**src/rtl/msc_pkg.sv**
```systemverilog
// Package of register map, field layout, reset values and timing for the microstep sequencer config.
package msc_pkg;
    localparam int ADDR_W = 9;
    localparam int DATA_W = 32;
    // Register indices; the byte address is four times the index.
    localparam logic [6:0] IDX_SEQ_CONFIG = 7'h54;
    localparam logic [6:0] IDX_CURRENT_CTRL = 7'h55;
    localparam logic [6:0] IDX_STALL_LEVEL = 7'h56;
    localparam logic [6:0] IDX_DRV_STATUS = 7'h57;
    localparam logic [6:0] IDX_CHOP_DIV = 7'h59;
    localparam logic [6:0] IDX_STALL_THRS = 7'h5A;
    localparam logic [6:0] IDX_MOTOR_CFG = 7'h5B;
    localparam logic [6:0] IDX_STBY_DELAY = 7'h5C;
    localparam logic [6:0] IDX_IDENTITY = 7'h60;
    localparam logic [6:0] IDX_INT_MASK = 7'h61;
    localparam logic [6:0] IDX_INT_FLAG = 7'h62;
    // Sequencer configuration fields.
    localparam int SEQ_LEN_LSB = 0;
    localparam int SEQ_STOP_BIT = 8;
    localparam logic [3:0] SEQ_LEN_RESET = 4'h0;
    localparam logic [3:0] SEQ_LEN_MAX = 4'hB;
    localparam int TABLE_BITS = 13;
    // Current control fields.
    localparam int CUR_RUN_LSB = 0;
    localparam int CUR_RUN_MIX_BIT = 7;
    localparam int CUR_SB_LSB = 8;
    localparam int CUR_SB_MIX_BIT = 15;
    localparam logic [23:0] CUR_CTRL_RESET = 24'h000090;
    localparam logic [4:0] SCALE_FULL = 5'h10;
    // Driver status bits.
    localparam int DRV_ERR_BIT = 0;
    localparam int DRV_OTPW_BIT = 1;
    localparam int DRV_STALL_BIT = 2;
    // Motor configuration fields.
    localparam int MCFG_STEPPER_BIT = 0;
    localparam int MCFG_STOP_STALL_BIT = 1;
    localparam logic [1:0] MCFG_RESET = 2'h1;
    localparam logic [2:0] STALL_THRS_RESET = 3'h0;
    // Chopper divider.
    localparam logic [11:0] CHOP_DIV_MIN = 12'h060;
    localparam logic [11:0] CHOP_DIV_RESET = 12'h280;
    // Interrupt flag bits.
    localparam int INT_STOP_BIT = 3;
    localparam int INT_DRV_BIT = 4;
    localparam logic [7:0] INT_IMPL_MASK = 8'h18;
    // Standby delay: time in milliseconds and the derived cycle count.
    localparam int CLK_MHZ = 100;
    localparam int STBY_DELAY_MS = 10;
    localparam logic [23:0] STBY_DELAY_CYCLES = 24'(STBY_DELAY_MS * CLK_MHZ * 1000);
endpackage : msc_pkg

```
**src/rtl/msc_scale_if.sv**
```systemverilog
// Interface carrying table entries and the active scale into the current scaler.
`timescale 1ns/1ps
`default_nettype none
interface msc_scale_if;
    logic signed [11:0] entry_a;
    logic signed [11:0] entry_b;
    logic [4:0] scale;
    logic scaling_en;
    logic signed [11:0] out_a;
    logic signed [11:0] out_b;
    logic drv_disable;
    modport ctrl (output entry_a, output entry_b, output scale, output scaling_en,
                  input out_a, input out_b, input drv_disable);
    modport scaler (input entry_a, input entry_b, input scale, input scaling_en,
                    output out_a, output out_b, output drv_disable);
endinterface : msc_scale_if
`default_nettype wire

```
**src/rtl/msc_current_scaler.sv**
```systemverilog
// Combinational current scaler applying scale/16 to both coil entries.
`timescale 1ns/1ps
`default_nettype none
module msc_current_scaler (
    msc_scale_if.scaler sif
);
    // Scales above full are clamped so the product can never exceed the table range.
    function automatic logic signed [11:0] msc_scale_entry(input logic signed [11:0] e,
                                                           input logic [4:0] s);
        logic [4:0] sc;
        logic signed [17:0] prod;
        sc = (s > msc_pkg::SCALE_FULL) ? msc_pkg::SCALE_FULL : s;
        prod = e * $signed({1'b0, sc});
        return prod[15:4];
    endfunction : msc_scale_entry

    always_comb begin
        if (sif.scaling_en) begin
            sif.out_a = msc_scale_entry(sif.entry_a, sif.scale);
            sif.out_b = msc_scale_entry(sif.entry_b, sif.scale);
            sif.drv_disable = (sif.scale == 5'h00);
        end else begin
            sif.out_a = sif.entry_a;
            sif.out_b = sif.entry_b;
            sif.drv_disable = 1'b0;
        end
    end
endmodule : msc_current_scaler
`default_nettype wire

```
**src/rtl/msc_seq_config.sv**
```systemverilog
// Top of the microstep sequencer configuration bank with Avalon-MM slave and driver control.
//
// Local design decision: the Avalon-MM register port.
`timescale 1ns/1ps
`default_nettype none
module msc_seq_config #(
    parameter logic [23:0] ID_CODE = 24'hA5C3E1, // Arbitrary identity value.
    parameter logic [23:0] STBY_DELAY_CYCLES = msc_pkg::STBY_DELAY_CYCLES
) (
    input wire logic clk,
    input wire logic rst_n,
    input wire logic [msc_pkg::ADDR_W-1:0] avs_address,
    input wire logic avs_read,
    input wire logic avs_write,
    input wire logic [msc_pkg::DATA_W-1:0] avs_writedata,
    input wire logic [3:0] avs_byteenable,
    output logic [msc_pkg::DATA_W-1:0] avs_readdata,
    output logic avs_waitrequest,
    input wire logic step_pulse,
    input wire logic step_dir,
    input wire logic signed [11:0] table_entry_a,
    input wire logic signed [11:0] table_entry_b,
    input wire logic drv_error_pin,
    input wire logic drv_otpw_pin,
    input wire logic drv_stall_pin,
    input wire logic [2:0] stall_level_pin,
    output logic [msc_pkg::TABLE_BITS-1:0] table_index,
    output logic [11:0] microstep_res,
    output logic signed [11:0] coil_a,
    output logic signed [11:0] coil_b,
    output logic drv_enable,
    output logic mixed_decay_en,
    output logic standby_active,
    output logic [2:0] stall_threshold,
    output logic motor_stopped,
    output logic chop_clk,
    output logic irq
);
    generate
        if (STBY_DELAY_CYCLES == 24'h000000) begin : g_bad_delay
            $error("Standby delay must be at least one cycle.");
        end
    endgenerate

    typedef enum logic [0:0] {
        MSC_BUS_IDLE = 1'b0,
        MSC_BUS_ACK = 1'b1
    } msc_bus_e;

    // Merges write data into a register under the byte enables.
    function automatic logic [31:0] msc_merge(input logic [31:0] old_v, input logic [31:0] wd,
                                              input logic [3:0] be);
        logic [31:0] r;
        r = old_v;
        for (int i = 0; i < 4; i++) begin
            if (be[i]) begin
                r[i*8 +: 8] = wd[i*8 +: 8];
            end
        end
        return r;
    endfunction : msc_merge

    logic [8:0] seq_config_reg;
    logic [23:0] current_ctrl_reg;
    logic [11:0] chop_div_reg;
    logic [2:0] stall_thrs_reg;
    logic [1:0] motor_cfg_reg;
    logic [23:0] stby_delay_reg;
    logic [7:0] int_mask_reg;
    logic [7:0] int_flag_reg;
    logic [7:0] int_flag_next;
    logic stall_stop_reg;
    msc_bus_e bus_state_reg;
    logic [31:0] readdata_reg;
    logic [31:0] rd_value;
    logic [6:0] reg_idx;
    logic wr_fire;

    logic [2:0] drv_meta_reg;
    logic [2:0] drv_sync_reg;
    logic [2:0] drv_prev_reg;
    logic [2:0] lvl_meta_reg;
    logic [2:0] lvl_sync_reg;

    logic [msc_pkg::TABLE_BITS-1:0] phase_reg;
    logic [23:0] idle_cnt_reg;
    logic standby_reg;
    logic [11:0] chop_cnt_reg;
    logic chop_clk_reg;
    logic signed [11:0] coil_a_reg;
    logic signed [11:0] coil_b_reg;
    logic drv_enable_reg;
    logic mixed_decay_reg;
    logic [11:0] ustep_res_reg;
    logic irq_reg;

    logic [3:0] len_code;
    logic seq_stop;
    logic [11:0] chop_wr;

    msc_scale_if sif ();

    msc_current_scaler u_scaler (
        .sif(sif)
    );

    assign reg_idx = avs_address[8:2];
    assign wr_fire = avs_write && (bus_state_reg == MSC_BUS_ACK);
    assign len_code = (seq_config_reg[3:0] > msc_pkg::SEQ_LEN_MAX) ?
                      msc_pkg::SEQ_LEN_MAX : seq_config_reg[3:0];
    assign seq_stop = seq_config_reg[msc_pkg::SEQ_STOP_BIT];
    assign chop_wr = 12'(msc_merge({20'h00000, chop_div_reg}, avs_writedata, avs_byteenable));

    // Bus handshake: one wait cycle, then waitrequest drops for exactly one cycle.
    always_ff @(posedge clk or negedge rst_n) begin
        if (!rst_n) begin
            bus_state_reg <= MSC_BUS_IDLE;
        end else begin
            case (bus_state_reg)
                MSC_BUS_IDLE: begin
                    if (avs_read || avs_write) begin
                        bus_state_reg <= MSC_BUS_ACK;
                    end
                end
                MSC_BUS_ACK: bus_state_reg <= MSC_BUS_IDLE;
                default: bus_state_reg <= MSC_BUS_IDLE;
            endcase
        end
    end

    always_ff @(posedge clk or negedge rst_n) begin
        if (!rst_n) begin
            avs_waitrequest <= 1'b1;
        end else begin
            avs_waitrequest <= !((bus_state_reg == MSC_BUS_IDLE) && (avs_read || avs_write));
        end
    end

    always_comb begin
        rd_value = 32'h00000000;
        case (reg_idx)
            msc_pkg::IDX_SEQ_CONFIG: rd_value = {23'h000000, seq_config_reg};
            msc_pkg::IDX_STALL_LEVEL: rd_value = {29'h00000000, lvl_sync_reg};
            msc_pkg::IDX_DRV_STATUS: rd_value = {29'h00000000, drv_sync_reg};
            msc_pkg::IDX_MOTOR_CFG: rd_value = {30'h00000000, motor_cfg_reg};
            msc_pkg::IDX_STBY_DELAY: rd_value = {8'h00, stby_delay_reg};
            msc_pkg::IDX_IDENTITY: rd_value = {8'h00, ID_CODE};
            msc_pkg::IDX_INT_MASK: rd_value = {24'h000000, int_mask_reg};
            msc_pkg::IDX_INT_FLAG: rd_value = {24'h000000, int_flag_reg};
            default: rd_value = 32'h00000000;
        endcase
    end

    always_ff @(posedge clk or negedge rst_n) begin
        if (!rst_n) begin
            readdata_reg <= 32'h00000000;
        end else if ((bus_state_reg == MSC_BUS_IDLE) && avs_read) begin
            readdata_reg <= rd_value;
        end
    end
    assign avs_readdata = readdata_reg;

    // Software-written configuration registers; writes land at the edge waitrequest is low.
    always_ff @(posedge clk or negedge rst_n) begin
        if (!rst_n) begin
            seq_config_reg <= {5'h00, msc_pkg::SEQ_LEN_RESET};
            current_ctrl_reg <= msc_pkg::CUR_CTRL_RESET;
            stall_thrs_reg <= msc_pkg::STALL_THRS_RESET;
            motor_cfg_reg <= msc_pkg::MCFG_RESET;
            stby_delay_reg <= STBY_DELAY_CYCLES;
            int_mask_reg <= 8'h00;
        end else if (wr_fire) begin
            case (reg_idx)
                msc_pkg::IDX_SEQ_CONFIG: begin
                    seq_config_reg <= 9'(msc_merge({23'h000000, seq_config_reg}, avs_writedata,
                                                   avs_byteenable) & 32'h0000010F);
                end
                msc_pkg::IDX_CURRENT_CTRL: begin
                    current_ctrl_reg <= 24'(msc_merge({8'h00, current_ctrl_reg},
                                                      avs_writedata, avs_byteenable));
                end
                msc_pkg::IDX_STALL_THRS: begin
                    if (avs_byteenable[0]) begin
                        stall_thrs_reg <= avs_writedata[2:0];
                    end
                end
                msc_pkg::IDX_MOTOR_CFG: begin
                    if (avs_byteenable[0]) begin
                        motor_cfg_reg <= avs_writedata[1:0];
                    end
                end
                msc_pkg::IDX_STBY_DELAY: begin
                    stby_delay_reg <= 24'(msc_merge({8'h00, stby_delay_reg}, avs_writedata,
                                                    avs_byteenable));
                end
                msc_pkg::IDX_INT_MASK: begin
                    if (avs_byteenable[0]) begin
                        int_mask_reg <= avs_writedata[7:0] & msc_pkg::INT_IMPL_MASK;
                    end
                end
                default: begin
                end
            endcase
        end
    end

    // A too-small divider could overrun the chopper, so it is clamped rather than dropped.
    always_ff @(posedge clk or negedge rst_n) begin
        if (!rst_n) begin
            chop_div_reg <= msc_pkg::CHOP_DIV_RESET;
        end else if (wr_fire && (reg_idx == msc_pkg::IDX_CHOP_DIV) &&
                     (avs_byteenable[1:0] != 2'h0)) begin
            if (chop_wr < msc_pkg::CHOP_DIV_MIN) begin
                chop_div_reg <= msc_pkg::CHOP_DIV_MIN;
            end else begin
                chop_div_reg <= chop_wr;
            end
        end
    end

    // Driver pins come from another chip and pass two flip-flops first.
    always_ff @(posedge clk or negedge rst_n) begin
        if (!rst_n) begin
            drv_meta_reg <= 3'h0;
            drv_sync_reg <= 3'h0;
            drv_prev_reg <= 3'h0;
            lvl_meta_reg <= 3'h0;
            lvl_sync_reg <= 3'h0;
        end else begin
            drv_meta_reg <= {drv_stall_pin, drv_otpw_pin, drv_error_pin};
            drv_sync_reg <= drv_meta_reg;
            drv_prev_reg <= drv_sync_reg;
            lvl_meta_reg <= stall_level_pin;
            lvl_sync_reg <= lvl_meta_reg;
        end
    end

    // Sticky interrupt flags; a new event wins over a same-cycle write-one clear.
    always_comb begin
        int_flag_next = int_flag_reg;
        if (wr_fire && (reg_idx == msc_pkg::IDX_INT_FLAG) && avs_byteenable[0]) begin
            int_flag_next = int_flag_reg & ~avs_writedata[7:0];
        end
        if (drv_sync_reg[msc_pkg::DRV_ERR_BIT] && !drv_prev_reg[msc_pkg::DRV_ERR_BIT]) begin
            int_flag_next[msc_pkg::INT_DRV_BIT] = 1'b1;
        end
        if (motor_cfg_reg[msc_pkg::MCFG_STOP_STALL_BIT] &&
                drv_sync_reg[msc_pkg::DRV_STALL_BIT] && !drv_prev_reg[msc_pkg::DRV_STALL_BIT]) begin
            int_flag_next[msc_pkg::INT_STOP_BIT] = 1'b1;
        end
    end

    always_ff @(posedge clk or negedge rst_n) begin
        if (!rst_n) begin
            int_flag_reg <= 8'h00;
            irq_reg <= 1'b0;
        end else begin
            int_flag_reg <= int_flag_next;
            irq_reg <= |(int_flag_next & int_mask_reg);
        end
    end

    // The stall stop holds until the stall has ended and software has cleared the stop flag, or until software disables the feature.
    always_ff @(posedge clk or negedge rst_n) begin
        if (!rst_n) begin
            stall_stop_reg <= 1'b0;
        end else if (motor_cfg_reg[msc_pkg::MCFG_STOP_STALL_BIT] &&
                     drv_sync_reg[msc_pkg::DRV_STALL_BIT]) begin
            stall_stop_reg <= 1'b1;
        end else if (!motor_cfg_reg[msc_pkg::MCFG_STOP_STALL_BIT] ||
                     !int_flag_reg[msc_pkg::INT_STOP_BIT]) begin
            stall_stop_reg <= 1'b0;
        end
    end

    // The phase advances by the table stride so shorter tables skip entries of the full one.
    always_ff @(posedge clk or negedge rst_n) begin
        if (!rst_n) begin
            phase_reg <= 13'h0000;
        end else if (step_pulse && !seq_stop && !stall_stop_reg) begin
            if (step_dir) begin
                phase_reg <= phase_reg + (13'h0001 << len_code);
            end else begin
                phase_reg <= phase_reg - (13'h0001 << len_code);
            end
        end
    end

    always_ff @(posedge clk or negedge rst_n) begin
        if (!rst_n) begin
            ustep_res_reg <= 12'h800;
        end else begin
            ustep_res_reg <= 12'h800 >> len_code;
        end
    end

    // Idle time counts from the last step that actually moved the sequencer.
    always_ff @(posedge clk or negedge rst_n) begin
        if (!rst_n) begin
            idle_cnt_reg <= 24'h000000;
            standby_reg <= 1'b0;
        end else if (step_pulse && !seq_stop && !stall_stop_reg) begin
            idle_cnt_reg <= 24'h000000;
            standby_reg <= 1'b0;
        end else if (idle_cnt_reg >= stby_delay_reg) begin
            standby_reg <= 1'b1;
        end else begin
            idle_cnt_reg <= idle_cnt_reg + 24'h000001;
        end
    end

    assign sif.entry_a = table_entry_a;
    assign sif.entry_b = table_entry_b;
    assign sif.scaling_en = motor_cfg_reg[msc_pkg::MCFG_STEPPER_BIT];
    assign sif.scale = standby_reg ? current_ctrl_reg[msc_pkg::CUR_SB_LSB +: 5] :
                       current_ctrl_reg[msc_pkg::CUR_RUN_LSB +: 5];

    always_ff @(posedge clk or negedge rst_n) begin
        if (!rst_n) begin
            coil_a_reg <= 12'sh000;
            coil_b_reg <= 12'sh000;
            drv_enable_reg <= 1'b0;
            mixed_decay_reg <= 1'b0;
        end else begin
            coil_a_reg <= sif.out_a;
            coil_b_reg <= sif.out_b;
            drv_enable_reg <= !sif.drv_disable;
            if (standby_reg) begin
                mixed_decay_reg <= current_ctrl_reg[msc_pkg::CUR_SB_MIX_BIT];
            end else begin
                mixed_decay_reg <= current_ctrl_reg[msc_pkg::CUR_RUN_MIX_BIT];
            end
        end
    end

    // Chopper clock runs at clk divided by the divider, high for the first half period.
    always_ff @(posedge clk or negedge rst_n) begin
        if (!rst_n) begin
            chop_cnt_reg <= 12'h000;
            chop_clk_reg <= 1'b0;
        end else if (chop_cnt_reg >= chop_div_reg - 12'h001) begin
            chop_cnt_reg <= 12'h000;
            chop_clk_reg <= 1'b1;
        end else begin
            chop_cnt_reg <= chop_cnt_reg + 12'h001;
            chop_clk_reg <= (chop_cnt_reg + 12'h001) < (chop_div_reg >> 1);
        end
    end

    assign table_index = phase_reg;
    assign microstep_res = ustep_res_reg;
    assign coil_a = coil_a_reg;
    assign coil_b = coil_b_reg;
    assign drv_enable = drv_enable_reg;
    assign mixed_decay_en = mixed_decay_reg;
    assign standby_active = standby_reg;
    assign stall_threshold = stall_thrs_reg;
    assign motor_stopped = stall_stop_reg;
    assign chop_clk = chop_clk_reg;
    assign irq = irq_reg;
endmodule : msc_seq_config
`default_nettype wire

```
**config.mk**
```make
export PLATFORM = sky130hd
export DESIGN_NAME = msc_seq_config
export DESIGN_NICKNAME = d
export VERILOG_FILES = /design/src/rtl/msc_pkg.sv /design/src/rtl/msc_scale_if.sv /design/src/rtl/msc_current_scaler.sv /design/src/rtl/msc_seq_config.sv
export SDC_FILE = /design/constraint.sdc
export NUM_CORES = 1
export LEC_CHECK = 0
export BUFFER_PORTS_ARGS = -buffer_cell sky130_fd_sc_hd__clkbuf_2
export CAP_MARGIN = 5
export CORE_MARGIN = 2
export CORE_UTILIZATION = 48
export DETAILED_ROUTE_END_ITERATION = 16
export MAX_ROUTING_LAYER = met4
export PLACE_DENSITY = 0.76
export SLEW_MARGIN = 20
export SYNTH_ARGS = -nofsm -noshare
export SYNTH_HDL_FRONTEND = slang
export SYNTH_HIERARCHICAL = 1
export SYNTH_SLANG_ARGS = --single-unit
export TNS_END_PERCENT = 50
```
**constraint.sdc**
```tcl
create_clock -name clk -period 4.3 [get_ports clk]
set_input_delay 0.86 -clock clk [delete_from_list [all_inputs] [get_ports clk]]
set_output_delay 0.86 -clock clk [all_outputs]
set_load 0.1 [all_outputs]
```
Yosys cells after proc, flatten, opt, wreduce, memory -nomap -nowiden
Index checks and enable logic that the tools add are counted.
{"block": "totals", "register_bits": 212, "inputBits": 81}
{"block": "op_classes", "addsub": 5, "multipliers": 2, "magnitude_cmp": 6, "eq_ne": 12, "shift": 2, "n_mux": 25, "bitwise_logic": 4, "reduce_logical": 37}
{"cell": "case mux 24 bit (8 select lines)", "n": 1}
{"cell": "== test 7 bit (second input constant)", "n": 11}
{"cell": "2-to-1 mux 12 bit", "n": 4}
{"cell": "2-to-1 mux 24 bit", "n": 2}
{"cell": "multiplier 12 x 6 -> 16 bit", "n": 2}
{"cell": "AND reduction 3 bit", "n": 10}
{"cell": "adder 24 x 1 -> 24 bit (second input constant)", "n": 1}
{"cell": "greater-or-equal comparator 24 bit", "n": 1}
{"cell": "2-to-1 mux 8 bit", "n": 2}
{"cell": "adder 13 bit", "n": 1}
{"cell": "2-to-1 mux 13 bit", "n": 1}
{"cell": "<< shifter 1 x 4 -> 13 bit (first input constant)", "n": 1}
{"cell": "subtractor 13 bit", "n": 1}
{"cell": "adder 12 x 1 -> 12 bit (second input constant)", "n": 1}
{"cell": "greater-or-equal comparator 12 bit", "n": 1}
{"cell": "logical AND 1 bit", "n": 12}
{"cell": "< comparator 12 x 11 -> 1 bit", "n": 1}
{"cell": "< comparator 12 x 7 -> 1 bit (second input constant)", "n": 1}
{"cell": "right shift 12 x 4 -> 12 bit (first input constant)", "n": 1}
{"cell": "subtractor 12 x 1 -> 12 bit (second input constant)", "n": 1}
{"cell": "2-to-1 mux 1 bit", "n": 10}
{"cell": "2-to-1 mux 5 bit", "n": 2}
{"cell": "bitwise AND 8 x 5 -> 8 bit", "n": 1}
{"cell": "bitwise AND 8 bit", "n": 1}
{"cell": "12 further kinds", "n": 23}

Logic depth before layout (Yosys ltp)
{"block": "logic_depth", "depth_word": 7, "mapped_depth": 18, "ltp_nobuf": 15}

By module
The synthesis kept the hierarchy.
{"module": "msc_seq_config", "n_inst": 1, "cells_each": 948, "area_each_um2": 9962.1}
{"module": "msc_current_scaler", "n_inst": 1, "cells_each": 526, "area_each_um2": 4316.6}

Worst setup path before layout
Ideal clock, no wire load.
{"block": "synth_path", "path_type": "flip-flop to flip-flop", "from": "reg standby_reg (netlist: standby_active)", "to": "reg coil_b_reg[10] (netlist: coil_b[10])", "setup_ns": 0.126, "arrival_time_ns": 5.365, "t_required_ns": 4.174, "path_slack_ns": -1.191, "stages_incl_launch_ff": 18, "path_cell_list": "dfrtp_1 > clkbuf_1 > mux2_2 > buf_2 > nor2b_1 > clkbuf_1 > and2_1 > fa_1 > fa_1 > inv_1 > fa_1 > inv_1 > ha_1 > a21o_1 > a21o_1 > a221o_1 > a21o_1 > a221o_1"}
{"block": "synth_between", "elab_chain_cells": 5}
{"element": "start: declaration", "line_no": "msc_seq_config.sv:87", "rtl": "logic standby_reg;"}
{"element": "start signal: assignment", "line_no": "msc_seq_config.sv:301", "rtl": "standby_reg <= 1'b0;"}
{"element": "start signal: assignment", "line_no": "msc_seq_config.sv:304", "rtl": "standby_reg <= 1'b0;"}
{"element": "start signal: assignment", "line_no": "msc_seq_config.sv:306", "rtl": "standby_reg <= 1'b1;"}
{"element": "2-to-1 mux 5 bit (*)", "line_no": "msc_seq_config.sv:315", "rtl": "assign sif.scale = standby_reg ? current_ctrl_reg[msc_pkg::CUR_SB_LSB +: 5] :"}
{"element": "net sif.scale[4]", "line_no": "msc_scale_if.sv:7", "rtl": "logic [4:0] scale;"}
{"element": "> comparator 5 bit", "line_no": "msc_current_scaler.sv:12", "rtl": "sc = (s > msc_pkg::SCALE_FULL) ? msc_pkg::SCALE_FULL : s;"}
{"element": "2-to-1 mux 5 bit (*)", "line_no": "msc_current_scaler.sv:12"}
{"element": "multiplier 12 x 6 -> 16 bit (*)", "line_no": "msc_current_scaler.sv:13", "rtl": "prod = e * $signed({1'b0, sc});"}
{"element": "2-to-1 mux 12 bit (*)", "line_no": "msc_current_scaler.sv:18", "rtl": "if (sif.scaling_en) begin"}
{"element": "net sif.out_b[10]", "line_no": "msc_scale_if.sv:10", "rtl": "logic signed [11:0] out_b;"}
{"element": "end signal: assignment", "line_no": "msc_seq_config.sv:326", "rtl": "coil_b_reg <= sif.out_b;"}
{"element": "end: declaration", "line_no": "msc_seq_config.sv:91", "rtl": "logic signed [11:0] coil_b_reg;"}
Mark *: on every way through the listed nets, which the timed path passes. The rest lies on a longest branch.
A chain may end at the register's enable or synchronous reset.

Worst setup path after layout
{"block": "layout_path", "from": "reg standby_reg (netlist: standby_active)", "to": "reg coil_a_reg[9] (netlist: coil_a[9])"}
{"block": "layout_between", "elab_chain_cells": 5}
{"element": "2-to-1 mux 5 bit (*)", "line_no": "msc_seq_config.sv:315"}
{"element": "net sif.scale[1]", "line_no": "msc_scale_if.sv:7"}
{"element": "> comparator 5 bit", "line_no": "msc_current_scaler.sv:12"}
{"element": "2-to-1 mux 5 bit (*)", "line_no": "msc_current_scaler.sv:12"}
{"element": "multiplier 12 x 6 -> 16 bit (*)", "line_no": "msc_current_scaler.sv:13"}
{"element": "2-to-1 mux 12 bit (*)", "line_no": "msc_current_scaler.sv:18"}
{"element": "net sif.out_a[9]", "line_no": "msc_scale_if.sv:9", "rtl": "logic signed [11:0] out_a;"}
{"element": "end signal: assignment", "line_no": "msc_seq_config.sv:325", "rtl": "coil_a_reg <= sif.out_a;"}
{"element": "end: declaration", "line_no": "msc_seq_config.sv:90", "rtl": "logic signed [11:0] coil_a_reg;"}
Marks and branches as above.

==> flow_summary.yaml <==
cells_and_area:
  fillCellCount: 2407
  area.growth.synth_to_final_pct: 22.3
  finalInstanceArea_um2: 17500
  layout-drive-gt1-share: 0.280
  most-common-layout-cells: "184 x sky130_fd_sc_hd__dfrtp_1, 153 x sky130_fd_sc_hd__inv_1, 151 x sky130_fd_sc_hd__clkbuf_2"
  layout.cells.most_common: "sky130_fd_sc_hd__dfrtp_1"
  finish.utilization: 0.592
  layout.nets: 1973
clock_network:
  clock_insertion_delay_worst_skew_ns: 0.45
  cts.path.max_buffers: 2
  numCtsBuffers: 17
  cts_max_level: 4
  worst_setup_hold_path_clk_slew_ns: 0.08
  clock_sink_count: 199
  cts_hold_repair.buffers: 0
  cts_root_buffer: "sky130_fd_sc_hd__clkbuf_16"
  cts_tree: "done"
logic_synthesis:
  synth_warnings: 6
  syn_avg_cell_area_um2: 9.69
  number_of_enable_flip_flop_cells_after_synthesis: 0
  ys_async_sr_fraction: 1.00
  syn-instance-count: 1474
  synth_cell_types: 80
  synth-seq-area-share: 0.350
  synthesized_cell_area_um2: 14300
  number_of_register_bits_inferred_by_synthesis: 199
  synthFlopType: "sky130_fd_sc_hd__dfrtp_1"
placement:
  placement.io_buffers: 152
  globalplace.congestion: 0.877
  placed_cell_area_um2: 16100
  worst_slack_at_placement_ns: -0.338
  place.detailed.hpwl_um: 26400
outcome:
  status: "complete, but fails checks"
  failed_checks: "setup timing"
route:
  first_pass_iters: 6
  ant_nets: 0
  total_wirelength_of_the_detailed_routed_design_um: 36700
  avgViaCountPerCell: 5.55
  first_iter_violations: 770
  avgRoutedWirePerCell_um: 17.3
  dr_total_vias: 11800
  post-route-drc-count: 0
grt:
  grt_pass1_vias: 11900
  grt_max_degree: 109
  grt-ovfl-total: 0
  grt_use_total: 0.247
  antenna_found_initial: 5
  grt_first_pass_wirelength_um: 59400
floorplanning:
  initial_utilization: 0.484
  die_w_um: 176
  chipHeight_um: 176
  dieArea_um2: 31100
  ios: 172
  rows: 63
  coreArea_um2: 29500
timing:
  finalSetupTns_ns: -2.41
  timing_worst_slew_pin_value_ns: 0.987
  worst_slack_ns: -0.234
  fin_crit_sh: 1.05
  finalSetupViolCount: 16
  period_minus_slack_ns: 4.53
  final.setup_skew_ns: 0.0119
  maxSlewHeadroom: 0.337
  holdWs_ns: 0.352
  grt_setup_unrepaired: "yes"
  finalHoldViolations: 0
  max_freq_ghz: 0.221
  finalMaxSlewViolations: 0
setup_path:
  cp-end-kind: "flop"
  critPathMaxFanout: 8
  worstSetupStartpointType: "flop"
  worstSetupStartpoint: "standby_active"
  worstReg2RegStart: "standby_active"
  timing.critical_path.arrival_ns: 4.90
  criticalPathCategory: "reg2reg"
  worst_ep_required_time_ns: 4.67
flow_run:
  drv_cap: 0
pwr:
  ir_worst_vdd_uv: 575
  p_per_area_nw_per_um2: 344
  leakage_nw: 8.47
worst_hold_path:
  holdCritStartpoint: "drv_meta_reg[0]"
  hold_class: "reg2reg"
==> report_power, final <==
part / switching [mW] / internal, mW / leakage, nW
sequential: 0.145 / 2.02 / 2.56
clock: 0.849 / 0.837 / 0.285
combinational: 1.47 / 0.683 / 5.62
==> metrics by stage <==
| step | std cells | power, mW |
|---|---|---|
| 2_1_floorplan | 1481 | 3.79 |
| 3_3_place_gp | 2049 | 4.22 |
| 3_5_place_dp | 2049 | 4.27 |
| 4_1_cts | 2099 | 6.00 |
| 5_1_grt | 2117 | 6.33 |
| 6_report | 2117 | 6.00 |
==> cell usage after synthesis, drive strengths merged (19+ instances only) <==
library cell  count  area (um2)
dfrtp           185        4630
inv             166         623
nand2           137         514
ha              114        1430
and2             95         594
o21ai            77         385
a21oi            75         375
fa               69        1380
nor2             69         259
mux2             66         743
clkbuf           40         151
xnor2            32         280
o31ai            22         165
nor2b            21         131
buf              19         113
nand3            19        95.1
nor3             19        95.1
==> kinds of logic (layout without fill, tap and decap cells) <==
group / count (synthesis) / after routing / synth area share
and+or+nand+nor: 451 / 452 / 0.168
AOI/OAI and AO/OA: 289 / 289 / 0.131
buffers and inverters: 225 / 465 / 0.0621
DFF: 199 / 199 / 0.350
adders and majority gates: 183 / 183 / 0.197
muxes: 78 / 78 / 0.0605
xor gates and xnor gates: 48 / 48 / 0.0314
other: 1 / 13 / 0.000263
==> repair_timing <==
item,in CTS,in global routing
setup buffers,16,14
cloned,3,0
pin swaps,32,32
setup endpoints to repair,17,17
gates resized for setup,56,42
==> metal layers <==
| metal | routed length [um] | track usage |
|---|---|---|
| met1 | 15700 | 0.308 |
| met4 | 1150 | 0.0864 |
| met2 | 18100 | 0.405 |
| met5 | 0 | - |
| met3 | 1810 | 0.0441 |
==> area by class of cell <==
type / instances / area [um2] / share of cell area
multi-input combinational: 1058 / 8980 / 0.514
sequential: 199 / 5000 / 0.286
timing repair buffer: 267 / 1760 / 0.101
inverter: 166 / 623 / 0.0357
tap: 390 / 488 / 0.0279
clock buffer: 17 / 425 / 0.0244
clock inverter: 15 / 175 / 0.0100
antenna: 5 / 12.5 / 0.000716
==> path summary, 6_finish.rpt <==
kind                                  endpoint  depth (start not counted)  slack [ns]
min reg2reg                    drv_sync_reg[0]                          0        0.35
max                                  coil_a[9]                         18       -0.23
max reg2reg                          coil_a[9]                         18       -0.23
min in group asynchronous     idle_cnt_reg[23]                          1        0.51
min                            drv_sync_reg[0]                          0        0.35
max in group asynchronous  current_ctrl_reg[4]                          2        2.79
==> critical path, stage by stage (launching register included) <==
cell	delay [ns]
sky130_fd_sc_hd__dfrtp_4	0.52
sky130_fd_sc_hd__buf_4	0.15
sky130_fd_sc_hd__mux2_4	0.29
sky130_fd_sc_hd__nor2b_4	0.15
sky130_fd_sc_hd__buf_12	0.13
sky130_fd_sc_hd__buf_4	0.14
sky130_fd_sc_hd__and2_1	0.16
sky130_fd_sc_hd__fa_1	0.47
sky130_fd_sc_hd__fa_1	0.52
sky130_fd_sc_hd__inv_2	0.05
sky130_fd_sc_hd__fa_1	0.55
sky130_fd_sc_hd__inv_2	0.05
sky130_fd_sc_hd__ha_4	0.26
sky130_fd_sc_hd__o21ai_2	0.06
sky130_fd_sc_hd__o21bai_1	0.17
sky130_fd_sc_hd__o211ai_1	0.10
sky130_fd_sc_hd__buf_4	0.16
sky130_fd_sc_hd__a2111o_1	0.43
sky130_fd_sc_hd__o221ai_2	0.07
No activity file was read; power rests on OpenSTA's default activity.
